$ cat config.mk
export PLATFORM = sky130hd
export DESIGN_NAME = ffp_fetch_ctrl
export DESIGN_NICKNAME = d
export VERILOG_FILES = /design/src/ffp_pkg.sv /design/src/ffp_fetch_ctrl.sv
export SDC_FILE = /design/constraint.sdc
export NUM_CORES = 1
export LEC_CHECK = 0
export BUFFER_PORTS_ARGS = -buffer_cell sky130_fd_sc_hd__buf_2
export CAP_MARGIN = 30
export CORE_AREA = 8 8 194 196
export CTS_CLUSTER_DIAMETER = 60
export DETAILED_ROUTE_END_ITERATION = 16
export DIE_AREA = 0 0 202 204
export PLACE_DENSITY_LB_ADDON = 0.15
export SLEW_MARGIN = 20
export SYNTH_ARGS = -nofsm -noshare
export SYNTH_HDL_FRONTEND = slang
export SYNTH_SLANG_ARGS = --single-unit
$ cat constraint.sdc
create_clock -name CLK_I -period 4 [get_ports CLK_I]
set_input_delay 0.8 -clock CLK_I [delete_from_list [all_inputs] [get_ports CLK_I]]
set_output_delay 0.8 -clock CLK_I [all_outputs]
set_load 0.02 [all_outputs]
$ cat src/ffp_pkg.sv
package ffp_pkg;
  // Register word addresses, 16-bit word index on the peripheral frame.
  localparam logic [15:0] FFP_OFS_OPTION = 16'h0A80;
  localparam logic [15:0] FFP_OFS_RSVD = 16'h0A81;
  localparam logic [15:0] FFP_OFS_POWER = 16'h0A82;
  localparam logic [15:0] FFP_OFS_STATE = 16'h0A83;
  localparam logic [15:0] FFP_OFS_SLP_STBY = 16'h0A84;
  localparam logic [15:0] FFP_OFS_STBY_ACT = 16'h0A85;
  localparam logic [15:0] FFP_OFS_ARRAY_WS = 16'h0A86;
  localparam logic [15:0] FFP_OFS_OTP_WS = 16'h0A87;
  // Field positions.
  localparam int FFP_POS_PREFETCH_ENABLE = 0;
  localparam int FFP_POS_RANDOM_WS = 8;
  localparam int FFP_POS_PAGED_WS = 0;
  // Reset values.
  localparam logic [15:0] FFP_RST_OPTION = 16'h0000;
  localparam logic [15:0] FFP_RST_POWER = 16'h0000;
  localparam logic [15:0] FFP_RST_SLP_STBY = 16'h01FF;
  localparam logic [15:0] FFP_RST_STBY_ACT = 16'h01FF;
  localparam logic [15:0] FFP_RST_ARRAY_WS = 16'h0F0F;
  localparam logic [15:0] FFP_RST_OTP_WS = 16'h001F;
  // Address window decode: flash range and OTP range, 22-bit word addresses.
  localparam logic [21:0] FFP_FLASH_LO = 22'h300000;
  localparam logic [21:0] FFP_FLASH_HI = 22'h33FFFF;
  localparam logic [21:0] FFP_OTP_LO = 22'h380400;
  localparam logic [21:0] FFP_OTP_HI = 22'h3807FF;
  // Row size as a shift of the 16-bit unit address: a 2048-bit row holds 32 64-bit words.
  localparam int FFP_ROW_SHIFT = 7;

  // Request from the CPU side.
  typedef struct packed {
    logic fetch;
    logic data_rd;
    logic wr;
    logic [21:0] addr;
  } ffp_req_s;

  // Array access state.
  typedef enum logic [3:0] {
    FFP_IDLE = 4'b0001,
    FFP_FETCH = 4'b0010,
    FFP_DATA = 4'b0100,
    FFP_PREF = 4'b1000
  } ffp_state_e;
endpackage

$ cat src/ffp_fetch_ctrl.sv
`timescale 1ns/100ps
// Operation
// - Prefetch off after reset; on only while option bit 0 is one.
// - Each instruction fetch reads one full 64-bit array word per access.
// - Fetch address is aligned down to the enclosing 64-bit boundary.
// - With prefetch on, words sit in a two-entry 64-bit buffer.
// - Instructions are served from a buffered 64-bit word.
// - Next sequential word is fetched in background while buffer has room.
// - A discontinuity or clearing prefetch enable aborts prefetch and flushes buffer.
// - Discontinuity into flash or OTP restarts prefetch at the target.
// - Discontinuity outside flash and OTP leaves prefetch idle until return.
// - Data reads of either space bypass the prefetch buffer.
// - A bypassing data read leaves buffer contents intact.
// - A data read waits until an in-flight prefetch access finishes.
// - Prefetch enable covers fetches from both flash and OTP.
// - No hardware guard against configuration writes during flash activity.
// - CPU writes need unlock and are blocked after lock; reads always allowed.
// - Debug port writes succeed without the unlock.
// - Configuration registers accept 16-bit and 32-bit accesses.
// - Flash-resident code may read configuration registers.
// - CPU writes into flash or OTP are discarded in one cycle when no prefetch access is in flight.
module ffp_fetch_ctrl (
  input wire logic CLK_I,
  input wire logic RESET_N_I,
  input wire logic CE_I,
  input wire ffp_pkg::ffp_req_s REQ_I,
  input wire logic DISCONT_I,
  output logic READY_O,
  output logic [63:0] RDATA_O,
  input wire logic REG_SEL_I,
  input wire logic REG_WR_I,
  input wire logic REG_WIDE_I,
  input wire logic REG_DEBUG_I,
  input wire logic UNLOCK_I,
  input wire logic LOCK_I,
  input wire logic [15:0] REG_ADDR_I,
  input wire logic [31:0] REG_WDATA_I,
  output logic [31:0] REG_RDATA_O,
  output logic ARR_REQ_O,
  output logic ARR_OTP_O,
  output logic [18:0] ARR_WADDR_O,
  input wire logic [63:0] ARR_DATA_I
);
  import ffp_pkg::*;

  ////////////////////////////////////////////////////////////////////////
  // Registers.
  logic [15:0] opt_r, opt_nxt, pwr_r, pwr_nxt, slp_r, slp_nxt;
  logic [15:0] act_r, act_nxt, aws_r, aws_nxt, ows_r, ows_nxt;
  logic unlocked_r, unlocked_nxt;
  logic [31:0] rdata_r, rdata_nxt;

  // Register read word for one index.
  function automatic logic [15:0] reg_word(input logic [15:0] a, input logic [15:0] o, input logic [15:0] p,
                                           input logic [15:0] s, input logic [15:0] c, input logic [15:0] w,
                                           input logic [15:0] t, input logic [15:0] st);
    logic [15:0] v;
    v = 16'h0000;
    case (a)
      FFP_OFS_OPTION: v = o;
      FFP_OFS_POWER: v = p;
      FFP_OFS_STATE: v = st;
      FFP_OFS_SLP_STBY: v = s;
      FFP_OFS_STBY_ACT: v = c;
      FFP_OFS_ARRAY_WS: v = w;
      FFP_OFS_OTP_WS: v = t;
      default: v = 16'h0000;
    endcase
    return v;
  endfunction

  logic wr_ok;
  logic [15:0] st_word;
  // Next register values; writes need unlock or the debug port.
  always_comb begin
    opt_nxt = opt_r;
    pwr_nxt = pwr_r;
    slp_nxt = slp_r;
    act_nxt = act_r;
    aws_nxt = aws_r;
    ows_nxt = ows_r;
    unlocked_nxt = unlocked_r;
    if (UNLOCK_I) begin
      unlocked_nxt = 1'b1;
    end else if (LOCK_I) begin
      unlocked_nxt = 1'b0;
    end
    st_word = {14'h0000, pwr_r[1:0]};
    wr_ok = REG_SEL_I && REG_WR_I && (unlocked_r || REG_DEBUG_I);
    rdata_nxt = rdata_r;
    if (REG_SEL_I && !REG_WR_I) begin
      // Reads are always served, also to flash-resident code.
      rdata_nxt[15:0] = reg_word(REG_ADDR_I, opt_r, pwr_r, slp_r, act_r, aws_r, ows_r, st_word);
      rdata_nxt[31:16] = REG_WIDE_I ? reg_word(REG_ADDR_I + 16'h0001, opt_r, pwr_r, slp_r, act_r, aws_r, ows_r,
                                               st_word) : 16'h0000;
    end
    if (wr_ok) begin
      for (int k = 0; k < 2; k++) begin
        if (k == 0 || REG_WIDE_I) begin
          case (REG_ADDR_I + 16'(k))
            FFP_OFS_OPTION: opt_nxt = {15'h0000, REG_WDATA_I[16*k+FFP_POS_PREFETCH_ENABLE]};
            FFP_OFS_POWER: pwr_nxt = {14'h0000, REG_WDATA_I[16*k+:2]};
            FFP_OFS_SLP_STBY: slp_nxt = REG_WDATA_I[16*k+:16];
            FFP_OFS_STBY_ACT: act_nxt = REG_WDATA_I[16*k+:16];
            FFP_OFS_ARRAY_WS: aws_nxt = REG_WDATA_I[16*k+:16];
            FFP_OFS_OTP_WS: ows_nxt = REG_WDATA_I[16*k+:16];
            default: ;
          endcase
        end
      end
    end
  end

  // Register storage.
  always_ff @(posedge CLK_I) begin
    if (!RESET_N_I) begin
      opt_r <= FFP_RST_OPTION;
      pwr_r <= FFP_RST_POWER;
      slp_r <= FFP_RST_SLP_STBY;
      act_r <= FFP_RST_STBY_ACT;
      aws_r <= FFP_RST_ARRAY_WS;
      ows_r <= FFP_RST_OTP_WS;
      unlocked_r <= 1'b0;
      rdata_r <= 32'h00000000;
    end else if (CE_I) begin
      opt_r <= opt_nxt;
      pwr_r <= pwr_nxt;
      slp_r <= slp_nxt;
      act_r <= act_nxt;
      aws_r <= aws_nxt;
      ows_r <= ows_nxt;
      unlocked_r <= unlocked_nxt;
      rdata_r <= rdata_nxt;
    end
  end
  assign REG_RDATA_O = rdata_r;

  ////////////////////////////////////////////////////////////////////////
  // Fetch path and prefetch buffer.
  ffp_state_e st_r, st_nxt;
  logic [63:0] buf_r [2], buf_nxt [2];
  logic [18:0] btag_r [2], btag_nxt [2];
  logic [1:0] bval_r, bval_nxt;
  logic [18:0] pf_addr_r, pf_addr_nxt, acc_addr_r, acc_addr_nxt, last_row_r, last_row_nxt;
  logic pf_run_r, pf_run_nxt, acc_otp_r, acc_otp_nxt, acc_drop_r, acc_drop_nxt;
  logic [3:0] wait_r, wait_nxt;
  logic ready_r, ready_nxt, areq_r, areq_nxt;
  logic [63:0] rdat_r, rdat_nxt;

  logic pipe_on, in_rng, is_otp, hit0, hit1;
  logic [18:0] waddr;
  logic [3:0] ws;

  // Decode of the current request.
  always_comb begin
    pipe_on = opt_r[FFP_POS_PREFETCH_ENABLE];
    // Addresses count 16-bit units, so a 64-bit word drops the two low bits.
    // Bit 21 is set throughout flash and OTP and is implied on the array side.
    waddr = REQ_I.addr[20:2];
    is_otp = REQ_I.addr >= FFP_OTP_LO && REQ_I.addr <= FFP_OTP_HI;
    in_rng = is_otp || (REQ_I.addr >= FFP_FLASH_LO && REQ_I.addr <= FFP_FLASH_HI);
    hit0 = bval_r[0] && btag_r[0] == waddr;
    hit1 = bval_r[1] && btag_r[1] == waddr;
  end

  // Wait states for a new array access; OTP has no paged mode.
  function automatic logic [3:0] pick_ws(input logic otp, input logic [18:0] a, input logic [18:0] row,
                                         input logic [15:0] w, input logic [15:0] t);
    logic [3:0] v;
    // A paged access stays inside the row of the previous access.
    v = otp ? t[3:0] : (((a >> (FFP_ROW_SHIFT - 2)) == (row >> (FFP_ROW_SHIFT - 2))) ? w[FFP_POS_PAGED_WS+:4] :
                        w[FFP_POS_RANDOM_WS+:4]);
    return v;
  endfunction

  // Access sequencer next state.
  always_comb begin
    st_nxt = st_r;
    buf_nxt = buf_r;
    btag_nxt = btag_r;
    bval_nxt = bval_r;
    pf_addr_nxt = pf_addr_r;
    pf_run_nxt = pf_run_r;
    acc_addr_nxt = acc_addr_r;
    acc_otp_nxt = acc_otp_r;
    acc_drop_nxt = acc_drop_r;
    last_row_nxt = last_row_r;
    wait_nxt = wait_r;
    ready_nxt = 1'b0;
    areq_nxt = 1'b0;
    rdat_nxt = rdat_r;
    ws = pick_ws(is_otp, waddr, last_row_r, aws_r, ows_r);
    if (DISCONT_I || !pipe_on) begin
      bval_nxt = 2'b00;
      pf_run_nxt = 1'b0;
      if (st_r == FFP_PREF) begin
        acc_drop_nxt = 1'b1;
      end
    end
    case (st_r)
      FFP_IDLE: begin
        if (ready_r) begin
          // The request still stands in its answer cycle; it has been served already.
          st_nxt = FFP_IDLE;
        end else if (REQ_I.wr) begin
          ready_nxt = 1'b1;
        end else if (REQ_I.data_rd && in_rng) begin
          st_nxt = FFP_DATA;
          // The array request rises with the access, so a zero-wait access still shows it.
          areq_nxt = 1'b1;
          acc_addr_nxt = waddr;
          acc_otp_nxt = is_otp;
          wait_nxt = ws;
        end else if (REQ_I.fetch && in_rng) begin
          if (pipe_on && !DISCONT_I && (hit0 || hit1)) begin
            rdat_nxt = hit0 ? buf_r[0] : buf_r[1];
            ready_nxt = 1'b1;
            bval_nxt[hit0 ? 0 : 1] = 1'b0;
            pf_run_nxt = 1'b1;
          end else begin
            st_nxt = FFP_FETCH;
            areq_nxt = 1'b1;
            acc_addr_nxt = waddr;
            acc_otp_nxt = is_otp;
            wait_nxt = ws;
            pf_addr_nxt = waddr + 19'h1;
            pf_run_nxt = pipe_on;
          end
        end else if (pipe_on && pf_run_r && !DISCONT_I && bval_r != 2'b11) begin
          st_nxt = FFP_PREF;
          areq_nxt = 1'b1;
          acc_addr_nxt = pf_addr_r;
          acc_otp_nxt = pf_addr_r >= FFP_OTP_LO[20:2];
          acc_drop_nxt = 1'b0;
          wait_nxt = pick_ws(pf_addr_r >= FFP_OTP_LO[20:2], pf_addr_r, last_row_r, aws_r, ows_r);
        end
      end
      FFP_FETCH, FFP_DATA, FFP_PREF: begin
        areq_nxt = 1'b1;
        if (wait_r != 4'h0) begin
          wait_nxt = wait_r - 4'h1;
        end else begin
          st_nxt = FFP_IDLE;
          areq_nxt = 1'b0;
          last_row_nxt = acc_addr_r;
          if (st_r == FFP_PREF) begin
            if (!acc_drop_nxt) begin
              buf_nxt[bval_r[0] ? 1 : 0] = ARR_DATA_I;
              btag_nxt[bval_r[0] ? 1 : 0] = acc_addr_r;
              bval_nxt[bval_r[0] ? 1 : 0] = 1'b1;
              pf_addr_nxt = acc_addr_r + 19'h1;
            end
          end else begin
            rdat_nxt = ARR_DATA_I;
            ready_nxt = 1'b1;
          end
        end
      end
      default: st_nxt = FFP_IDLE;
    endcase
  end

  // Access sequencer storage.
  always_ff @(posedge CLK_I) begin
    if (!RESET_N_I) begin
      st_r <= FFP_IDLE;
      buf_r <= '{64'h0, 64'h0};
      btag_r <= '{19'h0, 19'h0};
      bval_r <= 2'b00;
      pf_addr_r <= 19'h00000;
      pf_run_r <= 1'b0;
      acc_addr_r <= 19'h00000;
      acc_otp_r <= 1'b0;
      acc_drop_r <= 1'b0;
      last_row_r <= 19'h7FFFF;
      wait_r <= 4'h0;
      ready_r <= 1'b0;
      areq_r <= 1'b0;
      rdat_r <= 64'h0;
    end else if (CE_I) begin
      st_r <= st_nxt;
      buf_r <= buf_nxt;
      btag_r <= btag_nxt;
      bval_r <= bval_nxt;
      pf_addr_r <= pf_addr_nxt;
      pf_run_r <= pf_run_nxt;
      acc_addr_r <= acc_addr_nxt;
      acc_otp_r <= acc_otp_nxt;
      acc_drop_r <= acc_drop_nxt;
      last_row_r <= last_row_nxt;
      wait_r <= wait_nxt;
      ready_r <= ready_nxt;
      areq_r <= areq_nxt;
      rdat_r <= rdat_nxt;
    end
  end

  // Outputs straight from flip-flops.
  assign READY_O = ready_r;
  assign RDATA_O = rdat_r;
  assign ARR_REQ_O = areq_r;
  assign ARR_OTP_O = acc_otp_r;
  assign ARR_WADDR_O = acc_addr_r;
endmodule

# Yosys cells after proc, flatten, opt, wreduce, memory -nomap -nowiden
# Index checks and enable logic that the tools add are counted.
[totals]
latchBits = 0
ff_bits = 431
mem_count = 0
elab_cells = 248
mem_bits_ro = 0
ram_bits = 0
[classes]
mux = 122
n_div = 0
order_cmp = 11
addsub = 4
shifts = 0
n_bitwise = 8
n_reduce_logical = 39
n_mul = 0
n_eq_ne = 40
[op_table]
columns = ["cell", "count"]
rows = [
  ["$mux W64", 9],
  ["$mux W16", 19],
  ["$mux W19", 13],
  ["$eq A16 B12 Y1 const B", 14],
  ["$pmux W16 S7", 2],
  ["$bwmux W128", 1],
  ["$pmux W64 S2", 1],
  ["$mux W4", 18],
  ["$demux W64 S1", 1],
  ["$ge A22 B22 Y1 const B", 2],
  ["$le A22 B22 Y1 const B", 2],
  ["$mux W1", 39],
  ["$add A19 B1 Y19 const B", 2],
  ["$bwmux W38", 1],
  ["$eq A19 B19 Y1", 2],
  ["$pmux W19 S2", 1],
  ["$ge A32 B2 Y1 const B", 1],
  ["$lt A32 B1 Y1 const B", 1],
  ["$not A32 Y32", 1],
  ["$eq A14 B14 Y1", 2],
  ["$ne A2 B2 Y1 const B", 12],
  ["$demux W19 S1", 1],
  ["$ge A19 B19 Y1 const B", 1],
  ["$mux W2", 9],
  ["other kinds (33)", 69],
]

# Logic depth before layout (Yosys ltp)
# Gate-level depths: netlist (run 1).
[depth]
depth_word = 15
depth_mapped = 13

# Worst setup path after synthesis (run 1)
# Ideal clock, no wire load.
[synth_timing]
path_type = "reg-to-reg"
from = "register st_r[1]"
to = "register pf_addr_r[18]"
setup_slack_ns = 0.818
stages_incl_launch_ff = 14
required_time_ns = 3.875
t_arrival_ns = 3.057
period_less_slack_ns = 3.182
path_buffers = 4
cell_sequence = "dfxtp_1 xor2_1 a21oi_1 buf_2 buf_2 buf_2 buf_1 nand2_1 nand2_1 ha_1 nor2b_1 nor4b_1 xor2_1 o22ai_1"
[synth_between]
elab_chain_cells = 5
[synth_lines]
columns = ["element", "line_no", "source"]
rows = [
  ["start, declared", "ffp_fetch_ctrl.sv:140", "ffp_state_e st_r, st_nxt;"],
  ["start signal, assigned", "ffp_fetch_ctrl.sv:281", "st_r <= st_nxt;"],
  ["$eq A4 B4 Y1", "ffp_fetch_ctrl.sv:196, ffp_fetch_ctrl.sv:200, ffp_fetch_ctrl.sv:246", ""],
  ["$mux W1", "ffp_fetch_ctrl.sv:196", "if (st_r == FFP_PREF) begin"],
  ["$mux W1", "ffp_fetch_ctrl.sv:193", "if (DISCONT_I || !pipe_on) begin"],
  ["$ne A2 B2 Y1 (no line)", "--", ""],
  ["$reduce_and A10 Y1 (no line)", "--", ""],
  ["end signal, assigned", "ffp_fetch_ctrl.sv:285", "pf_addr_r <= pf_addr_nxt;"],
  ["end, declared", "ffp_fetch_ctrl.sv:144", "logic [18:0] pf_addr_r, pf_addr_nxt, acc_addr_r, acc_addr_nxt, last_row_r, last_row_nxt;"],
]
# Several ways; a longest one is shown, not always the timed one.
# A chain may end at the register's enable or synchronous reset.

# Worst setup path after layout (run 1)
# Same ends and word-level chain as after synthesis.

==> results of run 1 <==
registers in the layout, indices dropped and copies added, names as in the netlist, 2 cells and up:
signal and cells:
pwr_r 16, aws_r 16, act_r 16, slp_r 16, ows_r 16, st_r 4
buf_r 128, REG_RDATA_O 32, btag_r 38, last_row_r 14, bval_r 2, pf_addr_r 19
RDATA_O 64, opt_r 16, ARR_WADDR_O 19, wait_r 4
logic make-up after synthesis:
logic type      after synthesis  synth area share
xor+xnor                     83            0.0367
mux                         119            0.0645
buf+inv                     224            0.0457
flops                       426             0.431
compound gates              619             0.209
fa+ha+maj                     3           0.00190
simple gates                971             0.211
placed cells by master (no fill, tap or decap), types with 21 or more instances in the layout:
master,n
mux2_2,68
buf_2,261
dfxtp_1,426
nor2_1,231
mux2i_1,51
and3_1,21
nand2_1,551
clkbuf_16,46
nand3_1,41
buf_4,58
xor2_1,63
o32ai_1,64
o22a_1,25
o21ai_0,35
a22oi_1,106
inv_1,22
a21oi_1,201
a31oi_1,21
o22ai_1,67
final timing paths:
kind / end / from / slack (ns) / cells past startpoint
worst max register to register: pf_addr_r[18] / st_r[1] / 0.83 / 9
worst max-delay path: pf_addr_r[18] / st_r[1] / 0.83 / 9
worst min register to register: buf_r[68] / buf_r[68] / 0.45 / 2
worst min-delay path: buf_r[68] / buf_r[68] / 0.45 / 2
final cells by class:
type	instances	share of cell area
antenna	3	0.000327
clock buffer	71	0.0590
clock inverter	13	0.00485
inverter	23	0.00398
multi-input combinational	1795	0.455
sequential	426	0.372
tap	461	0.0251
timing repair buffer	324	0.0806
critical path, stage by stage (launching register included):
cell and delay (ns):
dfxtp_1 0.37, or4b_1 0.71, o21ai_4 0.33, nand2_1 0.11
nand2_1 0.11, ha_1 0.38, nor2b_1 0.35, nor4b_1 0.37
xor2_1 0.21, o22ai_1 0.09
metal layers:
metal  vias to the layer above  routed length [um]  global-route usage
met5                         -                 138                   0
met4                        20                2320               0.118
met3                       225                6830              0.0764
met2                      1018               29400               0.485
met1                      9105               26100               0.382
li1                       8951                   -                   -
where the power goes:
part | internal [mW] | switching (mW)
registers | 4.26 | 0.0223
clock network | 2.40 | 1.73
logic | 0.173 | 0.366
total | 6.83 | 2.12
==> reports/summary.txt, run 1 <==
Outcome - completed
CTS Sinks - 426
Clock transition at path regs - 0.06 ns
Postcts setup bufs - 0
First-pass GRT wire length - 102 mm
Initial core utilization - 0.569
Multi-input gate area - 10400 um^2
Vias in the first global route - 19000
Most area-consuming cells after synthesis - dfxtp_1, nand2_1, a21oi_1, nor2_1, a22oi_1
PD cells - 390 nW/um^2
H-tree levels - 2
Hold Crit Class - register to register
CP Capture Type - register
Initial antenna violation count - 13
Mean cell area of the mapped netlist - 8.09 um^2
Remaining antenna violation count - 0
Total congestion overflow - 0
DIE HEIGHT - 204 um
Dpl ws - 0.466 ns
CTS Buffer Depth - 3
Post-route cell area - 23000 um^2
Total power - 8.96 mW
Setup tns final - 0 ns
Largest net degree at the start of global routing - 161
Yosys warns - 0
Reg area - 8530 um^2
Num rows - 69
Root Buffer - clkbuf_16
CP Launch Type - register
Filler cell count - 2900
TritonCTS Buffers - 46
Rel. slew slack - 0.443
Final Hold Vio Count - 0
Maxcap violations - 0
I/O Buffers - 262
Max Transition Viols Final - 0
Die ar. - 41200 um^2
Synth Cell Area - 19800 um^2
Util after Layout - 0.660
Period Utilization, post-route - 0.791
Worst Path Arrival - 3.59 ns
Ports - 265
Cells after Synth - 2445
RSZ-0062 raised after global routing - no
Synth top area share - 0.431
Crit path max fanout - 18
Ys async rst share - 0
CTS Hold Bufs - 0
Synth Flop Type - dfxtp_1
CP Class - register to register
P_leak - 9.00 nW
Worst Clk Skew - 0.0150 ns
Detailed Routing Iterations Pass 1 - 7
Min cycle time layout - 3.17 ns
Post-placement cell count - 3028
Finished Layout Cells - 3116
VDD IR max - 0.325 mV
WHS - 0.451 ns
Total core area - 34800 um^2
Starting DRC count in detailed routing - 2256
DP Wirelength - 40.7 mm
CTS tree - yes
Via density - 6.20
Register area share after synthesis - 0.431
Die width - 202 um
Post-DP Area - 21500 um^2
Drt total wl - 64.8 mm
Drt wl/cell - 20.8 um
Layout cells sized above 1 - 0.189
Endpoints failing setup - 0
Total number of vias - 19300
Critical Path RT - 4.43 ns
Peak Freq - 316 MHz
Syn nets - 2595
Area delta synth->final - 16.0%
Top cells by count, synth - nand2_1, dfxtp_1, nor2_1, a21oi_1, clkbuf_1
Synthesized flop and latch total - 426
Final worst setup slack - 0.835 ns
Post-synth top area cell - dfxtp_1
All-Layer GR Usage - 0.301
CTS-repair resized insts - 0
Fin nets - 2766
RD Place Congestion - 0.902
Synth cell types - 70
Most frequent cell after synthesis - nand2_1
Worst slew pin tran - 0.836 ns
Residual DRC - 0
Clk Latency, worst-skew pair - 0.56 ns
Number of synthesized flops with an enable pin - 0
Power figures use the tool's default switching activity.
==> run 2: changes to the inputs <==
--- a/config.mk
+++ b/config.mk
@@ -5,12 +5,13 @@
 export SDC_FILE = /design/constraint.sdc
 export NUM_CORES = 1
 export LEC_CHECK = 0
+export ABC_AREA = 1
 export BUFFER_PORTS_ARGS = -buffer_cell sky130_fd_sc_hd__buf_2
 export CAP_MARGIN = 30
-export CORE_AREA = 8 8 194 196
+export CORE_AREA = 8 8 203 205
 export CTS_CLUSTER_DIAMETER = 60
 export DETAILED_ROUTE_END_ITERATION = 16
-export DIE_AREA = 0 0 202 204
+export DIE_AREA = 0 0 211 213
 export PLACE_DENSITY_LB_ADDON = 0.15
 export SLEW_MARGIN = 20
 export SYNTH_ARGS = -nofsm -noshare
==> constraint.sdc (replaced) <==
create_clock -name CLK_I -period 3 [get_ports CLK_I]
set_input_delay 0.6 -clock CLK_I [delete_from_list [all_inputs] [get_ports CLK_I]]
set_output_delay 0.6 -clock CLK_I [all_outputs]
set_load 0.02 [all_outputs]
==> run 2 against run 1 <==
Synthesized cell count rose by 42%; sequential power rose by 43%; routed wire length rose by 8.7%; worst hold slack got worse by 0.18 ns; worst setup slack got worse by 0.51 ns; non-clock buffer count fell by 2; first-iteration DRC count rose by 7.1%; critical path depth rose by 5; final cell count rose by 34%; global-route usage rose by 0.30 points; highest routed layer unchanged.
==> reports/summary.txt, run 2 <==
RD Place Congestion - 0.969 (+7.5%)
R2R setup slack - 0.33 ns (-0.51 ns)
Period Utilization, post-route - 0.890 (+0.0992)
Reg2reg path depth - 14 (+5)
Clk Latency, worst-skew pair - 0.59 ns (+0.03 ns)
Filler cell count - 3469 (+20%)
Final Hold Vio Count - 0 (unchanged)
CP Capture Type - register
Crit path max-delay cell type - dfxtp_1
Outcome - completed
Yosys warns - 0 (unchanged)
CTS tree - yes
Cells after Synth - 3460 (+42%)
Residual DRC - 0 (unchanged)
Maxcap violations - 0 (unchanged)
Mean cell area of the mapped netlist - 6.37 um^2 (-21%)
Most used cell, CP - nand2_1
Post-DP Area - 23800 um^2 (+11%)
Critical path depth - 14 (+5)
Endpoints failing setup - 0 (unchanged)
CP delay by family, top - simple AND/OR/NAND/NOR gates
Rel. slew slack - 0.422 (-0.0204)
Crit path max fanout - 26 (+8)
Total core area - 38100 um^2 (+9.5%)
Crit path buffers/inverters - 1 (+1)
Starting DRC count in detailed routing - 2417 (+7.1%)
Root Buffer - clkbuf_16
Num rows - 72 (+4.3%)
Via density - 5.60 (-9.7%)
Total congestion overflow - 0 (unchanged)
Worst Path Arrival - 3.15 ns (-0.44 ns)
Peak Freq - 374 MHz (+18%)
Commonest non-fill, non-tap cell in the layout - nand2_1
Util after Layout - 0.671 (+0.0109)
Final worst setup slack - 0.329 ns (-0.506 ns)
DP Wirelength - 47.5 mm (+17%)
Synth cell types - 41 (-41%)
Ys async rst share - 0 (unchanged)
Synth Cell Area - 22000 um^2 (+11%)
CTS Buffer Depth - 3 (unchanged)
Max FFs per register - 128 (unchanged)
Post-route cell area - 25600 um^2 (+11%)
First-pass GRT wire length - 112 mm (+9.9%)
Post-synth top area cell - dfxtp_1
I/O Buffers - 262 (unchanged)
Most frequent cell after synthesis - nand2_1
Layout cells sized above 1 - 0.124 (-0.0644)
DIE HEIGHT - 213 um (+4.4%)
Die ar. - 44900 um^2 (+9.1%)
Register area share after synthesis - 0.387 (-0.0441)
Detailed Routing Iterations Pass 1 - 7 (unchanged)
Setup tns final - 0 ns (unchanged)
Initial antenna violation count - 3 (-10)
Worst slew pin tran - 0.865 ns (+0.0294 ns)
Top reg by flops - buf_r
Worst Clk Skew - 0.0102 ns (-0.00473 ns)
Syn nets - 3610 (+39%)
CP max stage delay - 0.37 ns (-0.34 ns)
Clock transition at path regs - 0.06 ns (about the same)
Dpl ws - 0.139 ns (-0.327 ns)
Most area-consuming cells after synthesis - dfxtp_1, nand2_1, o21ai_0, a21oi_1, inv_1
Critical Path RT - 3.48 ns (-0.95 ns)
Reg-to-Reg Start - st_r[3]
Fin nets - 3777 (+37%)
CP Launch Type - register
All-Layer GR Usage - 0.304 (+0.00305)
Synth top area share - 0.387 (-0.0441)
P_leak - 11.7 nW (+30%)
Area delta synth->final - 16.0% (about the same)
Worst path cell trace - nor2_1, nand3_2, nand2_4, buf_6, nand2_1, o21ai_1, nand2_1, nor2_1, nand2_1, nand3b_1, nand2_1, nand2_1, nor2_1, nor2_1
Top cells by count, synth - nand2_1, o21ai_0, inv_1, dfxtp_1, a21oi_1
CP startpoint - st_r[3]
H-tree levels - 2 (unchanged)
Total number of vias - 23400 (+21%)
Vias in the first global route - 21900 (+15%)
TritonCTS Buffers - 47 (+2.2%)
Synthesized flop and latch total - 426 (unchanged)
Hold path start - UNLOCK_I
Ports - 265 (unchanged)
CP Class - register to register
Max Transition Viols Final - 0 (unchanged)
Die width - 211 um (+4.5%)
Commonest cells after routing, fill and taps aside - nand2_1, o21ai_0, inv_1
Remaining antenna violation count - 0 (unchanged)
Number of synthesized flops with an enable pin - 0 (unchanged)
Initial core utilization - 0.578 (+0.00974)
Largest net degree at the start of global routing - 184 (+14%)
PD cells - 573 nW/um^2 (+47%)
Drt wl/cell - 16.8 um (-19%)
Min cycle time layout - 2.67 ns (-0.494 ns)
WHS - 0.269 ns (-0.182 ns)
Synth Flop Type - dfxtp_1
Drt total wl - 70.5 mm (+8.7%)
Hold path cells - 3 (+1)
RSZ-0062 raised after global routing - no
Hold Crit Class - input port to register
VDD IR max - 0.729 mV (+120%)
CTS Sinks - 426 (unchanged)
-- run 2: routing by layer --
layer / wire length (um) / part of all wire / vias up / track usage
li1: - / - / 11500 / -
met1: 28300 / 0.40 / 10700 / 0.376
met2: 32500 / 0.46 / 1033 / 0.499
met3: 5820 / 0.083 / 227 / 0.0523
met4: 3790 / 0.054 / 2 / 0.169
met5: 8 / 0.00011 / - / 0
-- run 2: report_power, final --
group	switching, mW	total (mW)	internal [mW]	leakage [nW]
registers	0.196	6.12	5.92	3.44
clock network	2.44	6.32	3.88	0.837
logic	1.49	2.21	0.724	7.43
-- run 2: worst reg2reg max path: stages (launching register included) --
cell and delay [ns]:
dfxtp_1 0.37, nor2_1 0.20, nand3_2 0.25, nand2_4 0.24, buf_6 0.24, nand2_1 0.07, o21ai_1 0.24, nand2_1 0.19
nor2_1 0.19, nand2_1 0.10, nand3b_1 0.20, nand2_1 0.08, nand2_1 0.05, nor2_1 0.09, nor2_1 0.05
-- run 2: what timing repair did --
item                                    in CTS  in global routing
hold buffers                                 0                  0
buffers inserted                             0                  0
gates resized for setup                      0                  3
endpoints found under the setup margin       0                 59
-- run 2: kinds of logic after synthesis --
logic type | Yosys count | share of synthesized area
compound gates | 930 | 0.222
fa+ha+maj | 3 | 0.00170
xor+xnor | 34 | 0.0135
flops | 426 | 0.387
simple gates | 1413 | 0.261
buf+inv | 654 | 0.115
-- run 2: layout make-up --
class                           instances  area, um^2  area share
Antenna cell                            4        10.0    0.000392
Clock buffer                           66        1370      0.0535
Clock inverter                         20         325      0.0127
Inverter                              450        1690      0.0662
Multi-Input combinational cell       2380       11100       0.433
Sequential cell                       426        8530       0.334
Tap cell                              518         648      0.0254
Timing Repair Buffer                  322        1930      0.0755
-- run 2: path summary, 6_finish.rpt --
| path | end |
|---|---|
| min reg2reg | buf_r[74] |
| max | pf_addr_r[18] |
| min | unlocked_r |
| max reg2reg | pf_addr_r[18] |
-- run 2: stage by stage --
step                power, mW  std cells
floorplan                7.66       3460
global placement         8.36       4096
detailed placement       8.42       4096
CTS                      14.7       4182
global route             15.3       4184
finish                   14.6       4186
